[src/tmr_pkg.sv]
// constants, register map and field layouts of the 8-bit timer/counter
package tmr_pkg;

  // register byte offsets on the AXI4-Lite bus
  localparam logic [7:0] TMR_OFS_CONTROL = 8'h00; // timer_control_register
  localparam logic [7:0] TMR_OFS_COUNT = 8'h04;   // count_value
  localparam logic [7:0] TMR_OFS_COMPARE = 8'h08; // compare_value
  localparam logic [7:0] TMR_OFS_FLAG = 8'h0C;    // timer_flag_register
  localparam logic [7:0] TMR_OFS_MASK = 8'h10;    // timer_mask_register
  localparam logic [7:0] TMR_OFS_ASYNC = 8'h14;   // async_status_register

  // bit positions inside the flag, mask and async status registers
  localparam int TMR_BIT_CMP = 7; // compare_flag / compare_irq_enable
  localparam int TMR_BIT_OVF = 6; // overflow_flag / overflow irq enable
  localparam int TMR_BIT_ASYNC = 0; // async_clock_select

  // counter landmarks
  localparam logic [7:0] TMR_BOTTOM = 8'h00;
  localparam logic [7:0] TMR_MAX = 8'hFF;

  // reset values
  localparam logic [7:0] TMR_RST_BYTE = 8'h00;

  // bus answers
  localparam logic [1:0] TMR_RESP_OKAY = 2'h0;
  localparam logic [1:0] TMR_RESP_SLVERR = 2'h2;

  // waveform modes, encoded as the two waveform_mode_field bits
  localparam logic [1:0] TMR_WGM_NORMAL = 2'h0;
  localparam logic [1:0] TMR_WGM_PHASE = 2'h1;
  localparam logic [1:0] TMR_WGM_CTC = 2'h2;
  localparam logic [1:0] TMR_WGM_FAST = 2'h3;

  // compare_output_mode actions for non-PWM modes
  localparam logic [1:0] TMR_COM_NONE = 2'h0;
  localparam logic [1:0] TMR_COM_TOGGLE = 2'h1;
  localparam logic [1:0] TMR_COM_CLEAR = 2'h2;
  localparam logic [1:0] TMR_COM_SET = 2'h3;

  // timer_control_register layout, bit 7 down to bit 0
  typedef struct packed {
    logic force_compare_strobe;       // write-only, reads zero
    logic [1:0] compare_output_mode;
    logic [1:0] waveform_mode_field;  // [1] high, [0] low
    logic [2:0] clock_select_field;
  } tmr_ctrl_t;

  // decoded register index
  typedef enum logic [2:0] {
    TMR_REG_CONTROL, TMR_REG_COUNT, TMR_REG_COMPARE,
    TMR_REG_FLAG, TMR_REG_MASK, TMR_REG_ASYNC, TMR_REG_NONE
  } tmr_reg_t;

endpackage : tmr_pkg

[src/tmr_timer8.sv]
// 8-bit timer/counter with one compare channel behind an AXI4-Lite slave
//
// Function
// - count and compare are 8-bit software registers
// - clock select zero stops the counter
// - async select switches source to crystal
// - crystal edges sampled on the I/O clock
// - count readable and writable while stopped
// - software count write beats counter update
// - each tick clears, increments or decrements
// - BOTTOM 0x00, MAX 0xFF, TOP mode dependent
// - overflow flag set per waveform mode
// - match sets compare flag next tick
// - enabled compare flag raises interrupt request
// - compare flag clears on service or write-one
// - flags and masks in shared registers
// - waveform from match, mode, MAX, BOTTOM
// - compare double buffered only in PWM
// - compare access hits buffer when buffered
// - force strobe acts like match in non-PWM modes, no flag
// - count write blocks next tick's match
// - output register kept across mode change
// - output mode change acts immediately
// - normal mode wraps, overflow at zero
// - clear-on-match mode clears at compare
// - fast PWM single slope, set/clear output
// - output mode zero means no action
`timescale 1ns/10ps
`default_nettype none

module tmr_timer8 (
  input wire logic aclk,
  input wire logic aresetn,
  // AXI4-Lite slave
  input wire logic [7:0] s_axi_awaddr,
  input wire logic s_axi_awvalid,
  output logic s_axi_awready,
  input wire logic [31:0] s_axi_wdata,
  input wire logic [3:0] s_axi_wstrb,
  input wire logic s_axi_wvalid,
  output logic s_axi_wready,
  output logic [1:0] s_axi_bresp,
  output logic s_axi_bvalid,
  input wire logic s_axi_bready,
  input wire logic [7:0] s_axi_araddr,
  input wire logic s_axi_arvalid,
  output logic s_axi_arready,
  output logic [31:0] s_axi_rdata,
  output logic [1:0] s_axi_rresp,
  output logic s_axi_rvalid,
  input wire logic s_axi_rready,
  // crystal oscillator pins
  input wire logic crystal_pin_in,
  output logic crystal_pin_out,
  // waveform and interrupt requests
  output logic compare_output,
  output logic compare_irq,
  output logic overflow_irq,
  input wire logic compare_irq_ack,
  input wire logic overflow_irq_ack
);

  // address decode, shared by the read and write paths
  function automatic tmr_pkg::tmr_reg_t decode(input logic [7:0] addr);
    unique case (addr)
      tmr_pkg::TMR_OFS_CONTROL: decode = tmr_pkg::TMR_REG_CONTROL;
      tmr_pkg::TMR_OFS_COUNT: decode = tmr_pkg::TMR_REG_COUNT;
      tmr_pkg::TMR_OFS_COMPARE: decode = tmr_pkg::TMR_REG_COMPARE;
      tmr_pkg::TMR_OFS_FLAG: decode = tmr_pkg::TMR_REG_FLAG;
      tmr_pkg::TMR_OFS_MASK: decode = tmr_pkg::TMR_REG_MASK;
      tmr_pkg::TMR_OFS_ASYNC: decode = tmr_pkg::TMR_REG_ASYNC;
      default: decode = tmr_pkg::TMR_REG_NONE;
    endcase
  endfunction : decode

  // prescaler tap for each clock select code: /1,/8,/32,/64,/128,/256,/1024
  function automatic logic tap_hit(input logic [2:0] cs, input logic [9:0] pre);
    unique case (cs)
      3'h1: tap_hit = 1'b1;
      3'h2: tap_hit = &pre[2:0];
      3'h3: tap_hit = &pre[4:0];
      3'h4: tap_hit = &pre[5:0];
      3'h5: tap_hit = &pre[6:0];
      3'h6: tap_hit = &pre[7:0];
      3'h7: tap_hit = &pre[9:0];
      default: tap_hit = 1'b0;
    endcase
  endfunction : tap_hit

  // compare_output after a match-like event, non-PWM modes
  function automatic logic com_action(input logic [1:0] com, input logic oc);
    unique case (com)
      tmr_pkg::TMR_COM_TOGGLE: com_action = ~oc;
      tmr_pkg::TMR_COM_CLEAR: com_action = 1'b0;
      tmr_pkg::TMR_COM_SET: com_action = 1'b1;
      default: com_action = oc; // mode zero: no action
    endcase
  endfunction : com_action

  // software-visible state
  tmr_pkg::tmr_ctrl_t ctrl;   // force bit is never stored
  logic [7:0] count_value;
  logic [7:0] compare_buf;    // buffer written by software in PWM modes
  logic [7:0] compare_act;    // value the comparator uses
  logic compare_flag;
  logic overflow_flag;
  logic compare_irq_enable;
  logic overflow_irq_enable;
  logic async_clock_select;

  // counter engine state
  logic [9:0] prescale;       // shared divider for all taps
  logic count_up;             // direction in phase-correct mode
  logic block_match;          // armed by a count write until the next tick
  logic xtal_s1, xtal_s2, xtal_s3; // crystal synchroniser and edge history

  // bus slave state
  logic [7:0] wr_addr;
  logic [31:0] wr_data;
  logic [3:0] wr_strb;

  // crystal input crosses into aclk through two flops before any use
  always_ff @(posedge aclk) begin
    if (!aresetn) begin
      xtal_s1 <= 1'b0;
      xtal_s2 <= 1'b0;
      xtal_s3 <= 1'b0;
      crystal_pin_out <= 1'b1;
    end else begin
      xtal_s1 <= crystal_pin_in;
      xtal_s2 <= xtal_s1;
      xtal_s3 <= xtal_s2;
      crystal_pin_out <= ~xtal_s2; // inverting amplifier feedback
    end
  end

  // source edge: every io_clock cycle, or a crystal rising edge
  logic src_tick;
  assign src_tick = async_clock_select ? (xtal_s2 & ~xtal_s3) : 1'b1;

  // timer_clock tick; a zero clock select gives none at all
  logic tick;
  assign tick = src_tick & tap_hit(ctrl.clock_select_field, prescale);

  // landmark and mode decode
  logic is_bottom, is_max, pwm_mode, raw_match, match;
  assign is_bottom = (count_value == tmr_pkg::TMR_BOTTOM);
  assign is_max = (count_value == tmr_pkg::TMR_MAX);
  assign pwm_mode = ctrl.waveform_mode_field[0]; // modes 1 and 3 are PWM
  assign raw_match = (count_value == compare_act);
  assign match = raw_match & ~block_match;

  // write fires once both address and data are held and no answer is out
  logic wr_fire;
  tmr_pkg::tmr_reg_t wr_reg;
  logic wr_lo;
  assign wr_fire = ~s_axi_awready & ~s_axi_wready & ~s_axi_bvalid;
  assign wr_reg = decode(wr_addr);
  assign wr_lo = wr_strb[0]; // all fields live in byte lane 0

  logic wr_count, wr_compare, wr_ctrl, force_now;
  assign wr_count = wr_fire & wr_lo & (wr_reg == tmr_pkg::TMR_REG_COUNT);
  assign wr_compare = wr_fire & wr_lo & (wr_reg == tmr_pkg::TMR_REG_COMPARE);
  assign wr_ctrl = wr_fire & wr_lo & (wr_reg == tmr_pkg::TMR_REG_CONTROL);
  // force only counts in non-PWM modes, judged on the mode being written
  assign force_now = wr_ctrl & wr_data[7] & ~wr_data[3];

  // AXI write channels: address and data accepted in either order
  always_ff @(posedge aclk) begin
    if (!aresetn) begin
      s_axi_awready <= 1'b1;
      s_axi_wready <= 1'b1;
      s_axi_bvalid <= 1'b0;
      s_axi_bresp <= tmr_pkg::TMR_RESP_OKAY;
      wr_addr <= tmr_pkg::TMR_RST_BYTE;
      wr_data <= 32'h0000_0000;
      wr_strb <= 4'h0;
    end else begin
      if (s_axi_awvalid && s_axi_awready) begin
        s_axi_awready <= 1'b0;
        wr_addr <= s_axi_awaddr;
      end
      if (s_axi_wvalid && s_axi_wready) begin
        s_axi_wready <= 1'b0;
        wr_data <= s_axi_wdata;
        wr_strb <= s_axi_wstrb;
      end
      // response follows both halves; unmapped offsets answer SLVERR
      if (wr_fire) begin
        s_axi_bvalid <= 1'b1;
        s_axi_bresp <= (wr_reg == tmr_pkg::TMR_REG_NONE) ? tmr_pkg::TMR_RESP_SLVERR
                                                         : tmr_pkg::TMR_RESP_OKAY;
      end
      // both channels reopen only after the answer is taken
      if (s_axi_bvalid && s_axi_bready) begin
        s_axi_bvalid <= 1'b0;
        s_axi_awready <= 1'b1;
        s_axi_wready <= 1'b1;
      end
    end
  end

  // read mux; buffered compare is what software sees in PWM modes
  logic [31:0] rd_word;
  always_comb begin
    rd_word = 32'h0000_0000;
    unique case (decode(s_axi_araddr))
      tmr_pkg::TMR_REG_CONTROL: rd_word[7:0] = {1'b0, ctrl[6:0]}; // force reads zero
      tmr_pkg::TMR_REG_COUNT: rd_word[7:0] = count_value;
      tmr_pkg::TMR_REG_COMPARE: rd_word[7:0] = pwm_mode ? compare_buf : compare_act;
      tmr_pkg::TMR_REG_FLAG: begin
        rd_word[tmr_pkg::TMR_BIT_CMP] = compare_flag;
        rd_word[tmr_pkg::TMR_BIT_OVF] = overflow_flag;
      end
      tmr_pkg::TMR_REG_MASK: begin
        rd_word[tmr_pkg::TMR_BIT_CMP] = compare_irq_enable;
        rd_word[tmr_pkg::TMR_BIT_OVF] = overflow_irq_enable;
      end
      tmr_pkg::TMR_REG_ASYNC: rd_word[tmr_pkg::TMR_BIT_ASYNC] = async_clock_select;
      default: rd_word = 32'h0000_0000;
    endcase
  end

  // AXI read channel: one outstanding read, answered the next cycle
  always_ff @(posedge aclk) begin
    if (!aresetn) begin
      s_axi_arready <= 1'b1;
      s_axi_rvalid <= 1'b0;
      s_axi_rdata <= 32'h0000_0000;
      s_axi_rresp <= tmr_pkg::TMR_RESP_OKAY;
    end else if (s_axi_arvalid && s_axi_arready) begin
      s_axi_arready <= 1'b0;
      s_axi_rvalid <= 1'b1;
      s_axi_rdata <= rd_word;
      s_axi_rresp <= (decode(s_axi_araddr) == tmr_pkg::TMR_REG_NONE) ? tmr_pkg::TMR_RESP_SLVERR
                                                                     : tmr_pkg::TMR_RESP_OKAY;
    end else if (s_axi_rvalid && s_axi_rready) begin
      s_axi_rvalid <= 1'b0;
      s_axi_arready <= 1'b1;
    end
  end

  // control, mask and async select: plain software registers
  always_ff @(posedge aclk) begin
    if (!aresetn) begin
      ctrl <= tmr_pkg::tmr_ctrl_t'(tmr_pkg::TMR_RST_BYTE);
      compare_irq_enable <= 1'b0;
      overflow_irq_enable <= 1'b0;
      async_clock_select <= 1'b0; // io_clock after reset
    end else if (wr_fire && wr_lo) begin
      // output mode bits are not buffered: they act from the next cycle
      if (wr_reg == tmr_pkg::TMR_REG_CONTROL) begin
        ctrl <= tmr_pkg::tmr_ctrl_t'({1'b0, wr_data[6:0]});
      end
      if (wr_reg == tmr_pkg::TMR_REG_MASK) begin
        compare_irq_enable <= wr_data[tmr_pkg::TMR_BIT_CMP];
        overflow_irq_enable <= wr_data[tmr_pkg::TMR_BIT_OVF];
      end
      if (wr_reg == tmr_pkg::TMR_REG_ASYNC) begin
        async_clock_select <= wr_data[tmr_pkg::TMR_BIT_ASYNC];
      end
    end
  end

  // prescaler runs on source edges only while a clock is selected
  always_ff @(posedge aclk) begin
    if (!aresetn) begin
      prescale <= 10'h000;
    end else if (ctrl.clock_select_field == 3'h0) begin
      prescale <= 10'h000;
    end else if (src_tick) begin
      prescale <= prescale + 10'h001;
    end
  end

  // counter sequence and direction per waveform mode
  always_ff @(posedge aclk) begin
    if (!aresetn) begin
      count_value <= tmr_pkg::TMR_RST_BYTE;
      count_up <= 1'b1;
    end else if (wr_count) begin
      count_value <= wr_data[7:0]; // software write beats the tick
    end else if (tick) begin
      unique case (ctrl.waveform_mode_field)
        tmr_pkg::TMR_WGM_CTC: begin
          count_value <= match ? tmr_pkg::TMR_BOTTOM : count_value + 8'h01;
          count_up <= 1'b1;
        end
        tmr_pkg::TMR_WGM_PHASE: begin
          if (count_up && is_max) begin
            count_up <= 1'b0;
            count_value <= count_value - 8'h01;
          end else if (!count_up && is_bottom) begin
            count_up <= 1'b1;
            count_value <= count_value + 8'h01;
          end else begin
            count_value <= count_up ? count_value + 8'h01 : count_value - 8'h01;
          end
        end
        default: begin // normal and fast PWM: single slope, wrap MAX to BOTTOM
          count_value <= count_value + 8'h01;
          count_up <= 1'b1;
        end
      endcase
    end
  end

  // a count write arms the blocker; it stays armed while stopped until the next tick consumes it
  always_ff @(posedge aclk) begin
    if (!aresetn) begin
      block_match <= 1'b0;
    end else if (wr_count) begin
      block_match <= 1'b1;
    end else if (tick) begin
      block_match <= 1'b0;
    end
  end

  // compare register pair; buffer loads active at TOP in PWM modes
  always_ff @(posedge aclk) begin
    if (!aresetn) begin
      compare_buf <= tmr_pkg::TMR_RST_BYTE;
      compare_act <= tmr_pkg::TMR_RST_BYTE;
    end else begin
      if (wr_compare) begin
        compare_buf <= wr_data[7:0];
        if (!pwm_mode) begin
          compare_act <= wr_data[7:0]; // direct access, no buffering
        end
      end
      // update at MAX, the turn point of both PWM sequences
      if (pwm_mode && tick && is_max && !(ctrl.waveform_mode_field == tmr_pkg::TMR_WGM_PHASE && !count_up)) begin
        compare_act <= compare_buf;
      end
    end
  end

  // overflow event per mode
  logic ovf_event;
  always_comb begin
    unique case (ctrl.waveform_mode_field)
      tmr_pkg::TMR_WGM_PHASE: ovf_event = tick & ~count_up & is_bottom;
      tmr_pkg::TMR_WGM_CTC: ovf_event = tick & is_max & ~match;
      default: ovf_event = tick & is_max; // count becomes BOTTOM next
    endcase
  end

  // sticky flags: hardware set wins over service or write-one clear
  logic clr_cmp, clr_ovf, set_cmp;
  assign clr_cmp = compare_irq_ack
                 | (wr_fire & wr_lo & (wr_reg == tmr_pkg::TMR_REG_FLAG) & wr_data[tmr_pkg::TMR_BIT_CMP]);
  assign clr_ovf = overflow_irq_ack
                 | (wr_fire & wr_lo & (wr_reg == tmr_pkg::TMR_REG_FLAG) & wr_data[tmr_pkg::TMR_BIT_OVF]);
  assign set_cmp = tick & match;

  always_ff @(posedge aclk) begin
    if (!aresetn) begin
      compare_flag <= 1'b0;
    end else if (set_cmp) begin
      compare_flag <= 1'b1;
    end else if (clr_cmp) begin
      compare_flag <= 1'b0;
    end
  end

  always_ff @(posedge aclk) begin
    if (!aresetn) begin
      overflow_flag <= 1'b0;
    end else if (ovf_event) begin
      overflow_flag <= 1'b1;
    end else if (clr_ovf) begin
      overflow_flag <= 1'b0;
    end
  end

  // interrupt requests follow the gated flags one cycle later
  always_ff @(posedge aclk) begin
    if (!aresetn) begin
      compare_irq <= 1'b0;
      overflow_irq <= 1'b0;
    end else begin
      compare_irq <= compare_flag & compare_irq_enable;
      overflow_irq <= overflow_flag & overflow_irq_enable;
    end
  end

  // waveform generator; the output register is never reset by a mode change
  always_ff @(posedge aclk) begin
    if (!aresetn) begin
      compare_output <= 1'b0;
    end else if (force_now) begin
      compare_output <= com_action(wr_data[6:5], compare_output);
    end else if (tick) begin
      unique case (ctrl.waveform_mode_field)
        tmr_pkg::TMR_WGM_FAST: begin
          if (ctrl.compare_output_mode[1] && match) begin
            compare_output <= ctrl.compare_output_mode[0];
          end else if (ctrl.compare_output_mode[1] && is_max) begin
            compare_output <= ~ctrl.compare_output_mode[0]; // value at BOTTOM
          end
        end
        tmr_pkg::TMR_WGM_PHASE: begin
          if (ctrl.compare_output_mode[1] && match) begin
            compare_output <= count_up ? ctrl.compare_output_mode[0] : ~ctrl.compare_output_mode[0];
          end
        end
        default: begin
          if (match) begin
            compare_output <= com_action(ctrl.compare_output_mode, compare_output);
          end
        end
      endcase
    end
  end
endmodule : tmr_timer8

`default_nettype wire

[config.mk]
export PLATFORM = sky130hd
export DESIGN_NAME = tmr_timer8
export DESIGN_NICKNAME = d
export VERILOG_FILES = /design/src/tmr_pkg.sv /design/src/tmr_timer8.sv
export SDC_FILE = /design/constraint.sdc
export NUM_CORES = 1
export LEC_CHECK = 0
export BUFFER_PORTS_ARGS = -buffer_cell sky130_fd_sc_hd__clkbuf_2
export CORE_MARGIN = 2
export CORE_UTILIZATION = 59
export CTS_CLUSTER_SIZE = 8
export DETAILED_ROUTE_END_ITERATION = 7
export PLACE_DENSITY = 0.9
export SETUP_SLACK_MARGIN = 0.2
export SYNTH_ARGS = -nofsm -noshare
export SYNTH_HDL_FRONTEND = slang
export SYNTH_SLANG_ARGS = --single-unit
[constraint.sdc]
create_clock -name aclk -period 4.45 [get_ports aclk]
set_input_delay 0.445 -clock aclk [delete_from_list [all_inputs] [get_ports aclk]]
set_output_delay 0.445 -clock aclk [all_outputs]
set_load 0.005 [all_outputs]
==> results of run 1 <==
-- power by group --
part / internal (uW) / total [uW] / switching, uW / leakage (uW)
combinational: 33.3 / 90.1 / 56.7 / 0.00129
sequential: 794 / 818 / 24.2 / 0.000706
clock: 234 / 552 / 319 / 0.0000997
-- metal layers --
metal / vias to the layer above / GRT usage, % / share of wire, %
li1: 2108 / - / -
met1: 2053 / 34.8 / 40
met2: 209 / 46.8 / 50
met3: 36 / 5.61 / 7.2
met4: 0 / 12.7 / 2.7
met5: - / 0 / 0
-- worst max-delay path, stage by stage (launching register included) --
cell	delay (ps)
dfxtp_1	440
nor3_1	560
and3b_1	290
and3_1	530
and2_1	540
mux2i_1	300
a211oi_2	90
-- synthesized netlist by cell type (all sizes together), types with 6 or more instances --
cell type,n
nor3,9
buf,38
mux2i,25
xor2,13
o21ai,22
nand4,8
a21oi,55
dfxtp,87
nand2,64
ha,9
nand3,39
and2,6
a211oi,13
and3,10
clkbuf,25
mux2,6
a31oi,7
inv,15
nor2,48
nand2b,6
xnor2,9
-- through the flow --
step | util (%) | power (uW) | cell area, sq um | worst slack [ps]
4_1_cts | 64.4 | 1460 | 5240 | 1590
6_report | 64.4 | 1460 | 5240 | 1530
3_3_place_gp | 61.9 | 919 | 5040 | 1780
5_1_grt | 64.4 | 1510 | 5240 | 1370
2_1_floorplan | - | 901 | 5010 | 2110
3_5_place_dp | 61.9 | 924 | 5040 | 1620
-- state kept, by name (all words and copies together) (netlist names), 7 cells and up --
signal / count
compare_buf: 8
wr_data: 8
count_value: 8
compare_act: 8
ctrl: 7
s_axi_rdata: 8
wr_addr: 8
prescale: 10
-- cell type report --
cell class | instances | area [sq um] | share of cell area, %
clock buffer | 10 | 138 | 2.63
multi-input combinational | 448 | 2840 | 54.1
inverter | 15 | 56.3 | 1.07
sequential | 87 | 1740 | 33.2
timing repair buffer | 54 | 273 | 5.21
tap | 105 | 131 | 2.51
clock inverter | 6 | 63.8 | 1.22
-- path summary, 6_finish.rpt --
kind,start,endpoint,slack (ps)
max,s_axi_wready,compare_act[7],1530
min,crystal_pin_in,xtal_s1,290
max reg2reg,s_axi_wready,compare_act[7],1530
min reg2reg,xtal_s1,xtal_s2,440
-- logic make-up after synthesis --
| family | after synthesis | synth area share, % |
|---|---|---|
| flops | 87 | 35.4 |
| mux | 31 | 6.46 |
| buf+inv | 78 | 8.83 |
| xor+xnor | 22 | 3.92 |
| other cells | 1 | 0.0763 |
| fa+ha+maj | 9 | 2.29 |
| compound gates | 145 | 20.9 |
| simple gates | 215 | 22.1 |
==> impl_metrics.json, run 1 <==
{
  "clock_skew_ps": 11.5,
  "finalWirelength_mm": 12.4,
  "nFillCells": 673,
  "synth-edff-count": 0,
  "grt_pass1_vias": 4122,
  "ios": 107,
  "cp.required_ps": 4660,
  "grt_max_degree": 59,
  "dieArea_sq_um": 9080,
  "core_sq_um": 8130,
  "hold_class": "input port to register",
  "final.setup.tns_ps": 0,
  "drcViolationCount": 0,
  "rows": 33,
  "cp-start-kind": "register",
  "finalMaxSlewViolations": 0,
  "drt_iter0_drc": 394,
  "path_max_fanout": 13,
  "fin_crit_ps": 2920,
  "insertion_delay_ps": 370,
  "grt-ovfl-total": 0,
  "chipWidth_um": 95.3,
  "cts_hold_buf": 0,
  "synth.area.top_cells": "dfxtp_1 (35%), a21oi_1 (5.3%), mux2i_1 (5.1%)",
  "cp-end-kind": "register",
  "antenna_cells": 0,
  "grt_antenna_before_repair": 0,
  "netlist.area_leader.share_pct": 35.4,
  "setup_violations": 0,
  "yosys.cell_types.count": 73,
  "layout_commonest_cell": "dfxtp_1",
  "portBuffers": 53,
  "dp_cells": 709,
  "grt_util_all_layers_pct": 28.0,
  "cap_violations": 0,
  "final_hold_viol_count": 0,
  "path_class": "register to register",
  "ys_seq_area_share_pct": 35.4,
  "clkTransAtPathRegs_ps": 100,
  "postSynthCellCount": 588,
  "synth_largest_area_cell": "dfxtp_1",
  "status": "complete, no violations",
  "vias": 4406,
  "relSlewSlack_pct": 15.2,
  "numCtsBuffers": 9,
  "syn_area_per_cell_sq_um": 8.36,
  "routedWlPerCell_um": 17.1,
  "synth_seq_cells": 87,
  "clkSinkCount": 87,
  "pwr_density_cell_nw_per_um2": 279,
  "drtPass1Iterations": 6,
  "final_nets": 686,
  "syn_area_sq_um": 4920,
  "yosys_warnings": 0,
  "ant_nets": 0,
  "cts_root_buffer": "clkbuf_8",
  "fin_crit_sh_pct": 65.6,
  "cts_setup_buffers": 0,
  "rsz0062_at_grt": "no",
  "hold_depth": 2,
  "holdWs_ps": 287,
  "cts_buffer_depth": 2,
  "grt_pass1_wl_mm": 20.0,
  "async_reset_ff_share_pct": 0,
  "fmax_mhz": 343,
  "p_leak_uw": 0.00209,
  "cts_tree": "done",
  "worstRegToRegCells": 6,
  "vdd_drop_max_v": 0.000207,
  "cts_resized": 0,
  "start_util_pct": 60.5,
  "gp_congestion": 0.943,
  "worst_slew_pin_slew_ps": 1260,
  "dp_hpwl_mm": 8.74,
  "area_delta_synth_final_pct": 6.54,
  "arrival_ps": 3130,
  "layout.cells.non_filler": 725,
  "die_h_um": 95.3,
  "via_per_inst": 6.08,
  "drive_above_1_share_pct": 17.4,
  "final_cell_mix": "dfxtp_1 (87), nand2_1 (64), clkbuf_2 (53), a21oi_1 (52), nor2_1 (48)",
  "ys.flop_type": "dfxtp_1",
  "h-tree-depth": 3
}
Power figures use the tool's default switching activity.
==> run 2: changes to the inputs <==
--- a/config.mk
+++ b/config.mk
@@ -7,10 +7,10 @@
 export LEC_CHECK = 0
 export BUFFER_PORTS_ARGS = -buffer_cell sky130_fd_sc_hd__clkbuf_2
 export CORE_MARGIN = 2
-export CORE_UTILIZATION = 59
+export CORE_UTILIZATION = 55
 export CTS_CLUSTER_SIZE = 8
 export DETAILED_ROUTE_END_ITERATION = 7
-export PLACE_DENSITY = 0.9
+export PLACE_DENSITY = 0.85
 export SETUP_SLACK_MARGIN = 0.2
 export SYNTH_ARGS = -nofsm -noshare
 export SYNTH_HDL_FRONTEND = slang
==> constraint.sdc (replaced) <==
create_clock -name aclk -period 3 [get_ports aclk]
set_input_delay 0.3 -clock aclk [delete_from_list [all_inputs] [get_ports aclk]]
set_output_delay 0.3 -clock aclk [all_outputs]
set_load 0.005 [all_outputs]
==> run 2 against run 1 <==
  * Wire length is 0.89% lower
  * Via count is 1.4% higher
  * Clock-buffer cell count is 1 higher
  * Maximum frequency is 17% higher
  * Clock skew is 1.6 ps higher
  * Largest cell class unchanged
  * Largest power group unchanged
  * Highest routed layer unchanged
==> impl_metrics.json, run 2 (synthesized netlist as in run 1, its figures left out) <==
{
  "fin_crit_ps": 2500,
  "design_area_sq_um": 5340,
  "cp-start-kind": "register",
  "ant_nets": 0,
  "area_delta_synth_final_pct": 8.58,
  "nFillCells": 756,
  "insertion_delay_ps": 360,
  "clkTransAtPathRegs_ps": 90,
  "status": "complete, no violations",
  "grt_pass1_wl_mm": 19.8,
  "fin_crit_sh_pct": 83.3,
  "cts_resized": 0,
  "routedWlPerCell_um": 16.6,
  "top_register": "prescale",
  "postPlaceCellArea_sq_um": 5120,
  "cts_tree": "done",
  "drt_iter0_drc": 429,
  "final.setup.tns_ps": 0,
  "final_hold_viol_count": 0,
  "setup_violations": 0,
  "antenna_cells": 0,
  "cts_root_buffer": "clkbuf_8",
  "final_nets": 697,
  "h-tree-depth": 3,
  "numCtsBuffers": 9,
  "vdd_drop_max_v": 0.000311,
  "cap_violations": 0,
  "vias": 4466,
  "ios": 107,
  "start_util_pct": 56.7,
  "layout_commonest_cell": "dfxtp_1",
  "rows": 34,
  "path_max_fanout": 16,
  "dp_hpwl_mm": 9.04,
  "hold_class": "input port to register",
  "largest_register_ffs": 10,
  "cp-end-kind": "register",
  "gp_congestion": 0.931,
  "drcViolationCount": 0,
  "relSlewSlack_pct": 24.3,
  "p_leak_uw": 0.00215,
  "grt_max_degree": 33,
  "cts_hold_buf": 0,
  "rsz0062_at_grt": "no",
  "portBuffers": 53,
  "worst_slew_pin_slew_ps": 1130,
  "grt_util_all_layers_pct": 25.1,
  "fmax_mhz": 400,
  "pwr_density_cell_nw_per_um2": 413,
  "finalMaxSlewViolations": 0,
  "clkSinkCount": 87,
  "grt_antenna_before_repair": 0,
  "postLayoutCoreUtil_pct": 61.5,
  "cts_buffer_depth": 2,
  "dieArea_sq_um": 9710,
  "finalWirelength_mm": 12.3,
  "final_cell_mix": "dfxtp_1 (86), nand2_1 (64), clkbuf_2 (53), a21oi_1 (52), nor2_1 (48)",
  "clock_skew_ps": 13.1,
  "core_sq_um": 8680,
  "path_class": "register to register",
  "holdWs_ps": 153,
  "drive_above_1_share_pct": 19.2,
  "grt_pass1_vias": 4190,
  "grt-ovfl-total": 0,
  "cp.required_ps": 3240,
  "drtPass1Iterations": 5,
  "die_h_um": 98.6,
  "via_per_inst": 6.04,
  "cts_setup_buffers": 0,
  "arrival_ps": 2740,
  "chipWidth_um": 98.6
}
-- run 2: per-stage QoR --
stage | setup slack [ps] | instances | total power, uW
2_1_floorplan | 660 | 613 | 1340
3_3_place_gp | 406 | 723 | 1370
3_5_place_dp | 355 | 723 | 1370
4_1_cts | 278 | 739 | 2200
5_1_grt | 322 | 739 | 2280
6_report | 502 | 739 | 2210
-- run 2: final cells by class --
class	count	area [sq um]	area share, %
Inverter	15	56.3	1.05
Sequential cell	87	1740	32.6
Multi-Input combinational cell	448	2840	53.2
Timing Repair Buffer	65	355	6.66
Tap cell	108	135	2.53
Clock buffer	11	141	2.65
Clock inverter	5	65.1	1.22
-- run 2: worst paths after layout --
kind	from	slack, ps	cells past startpoint	endpoint
setup reg to reg	prescale[0]	500	9	compare_act[2]
setup / recovery	prescale[0]	500	9	compare_act[2]
hold / removal	crystal_pin_in	150	2	xtal_s1
hold reg to reg	xtal_s1	460	1	xtal_s2
-- run 2: per-layer routing --
| layer | up-vias | track usage, % | routed length (um) |
|---|---|---|---|
| li1 | 2124 | - | - |
| met1 | 2076 | 29.9 | 5020 |
| met2 | 214 | 42.7 | 5940 |
| met3 | 52 | 4.18 | 809 |
| met4 | 0 | 14.2 | 511 |
| met5 | - | 0 | 0 |
-- run 2: critical path, stage by stage, from the launching register on --
cell and delay [ps]:
dfxtp_1 390, ha_1 220, and3_1 170, ha_1 140, and3b_1 200, a2111oi_4 330, a31oi_2 150, or3_4 550
nor2_1 170, a211oi_2 60
-- run 2: power breakdown --
| part | internal [uW] | switching, uW | total, uW | leakage [uW] |
|---|---|---|---|---|
| sequential | 1180 | 36.6 | 1210 | 0.000706 |
| combinational | 52.1 | 84.7 | 137 | 0.00134 |
| clock | 415 | 440 | 856 | 0.0000977 |
| total | 1640 | 562 | 2210 | 0.00215 |
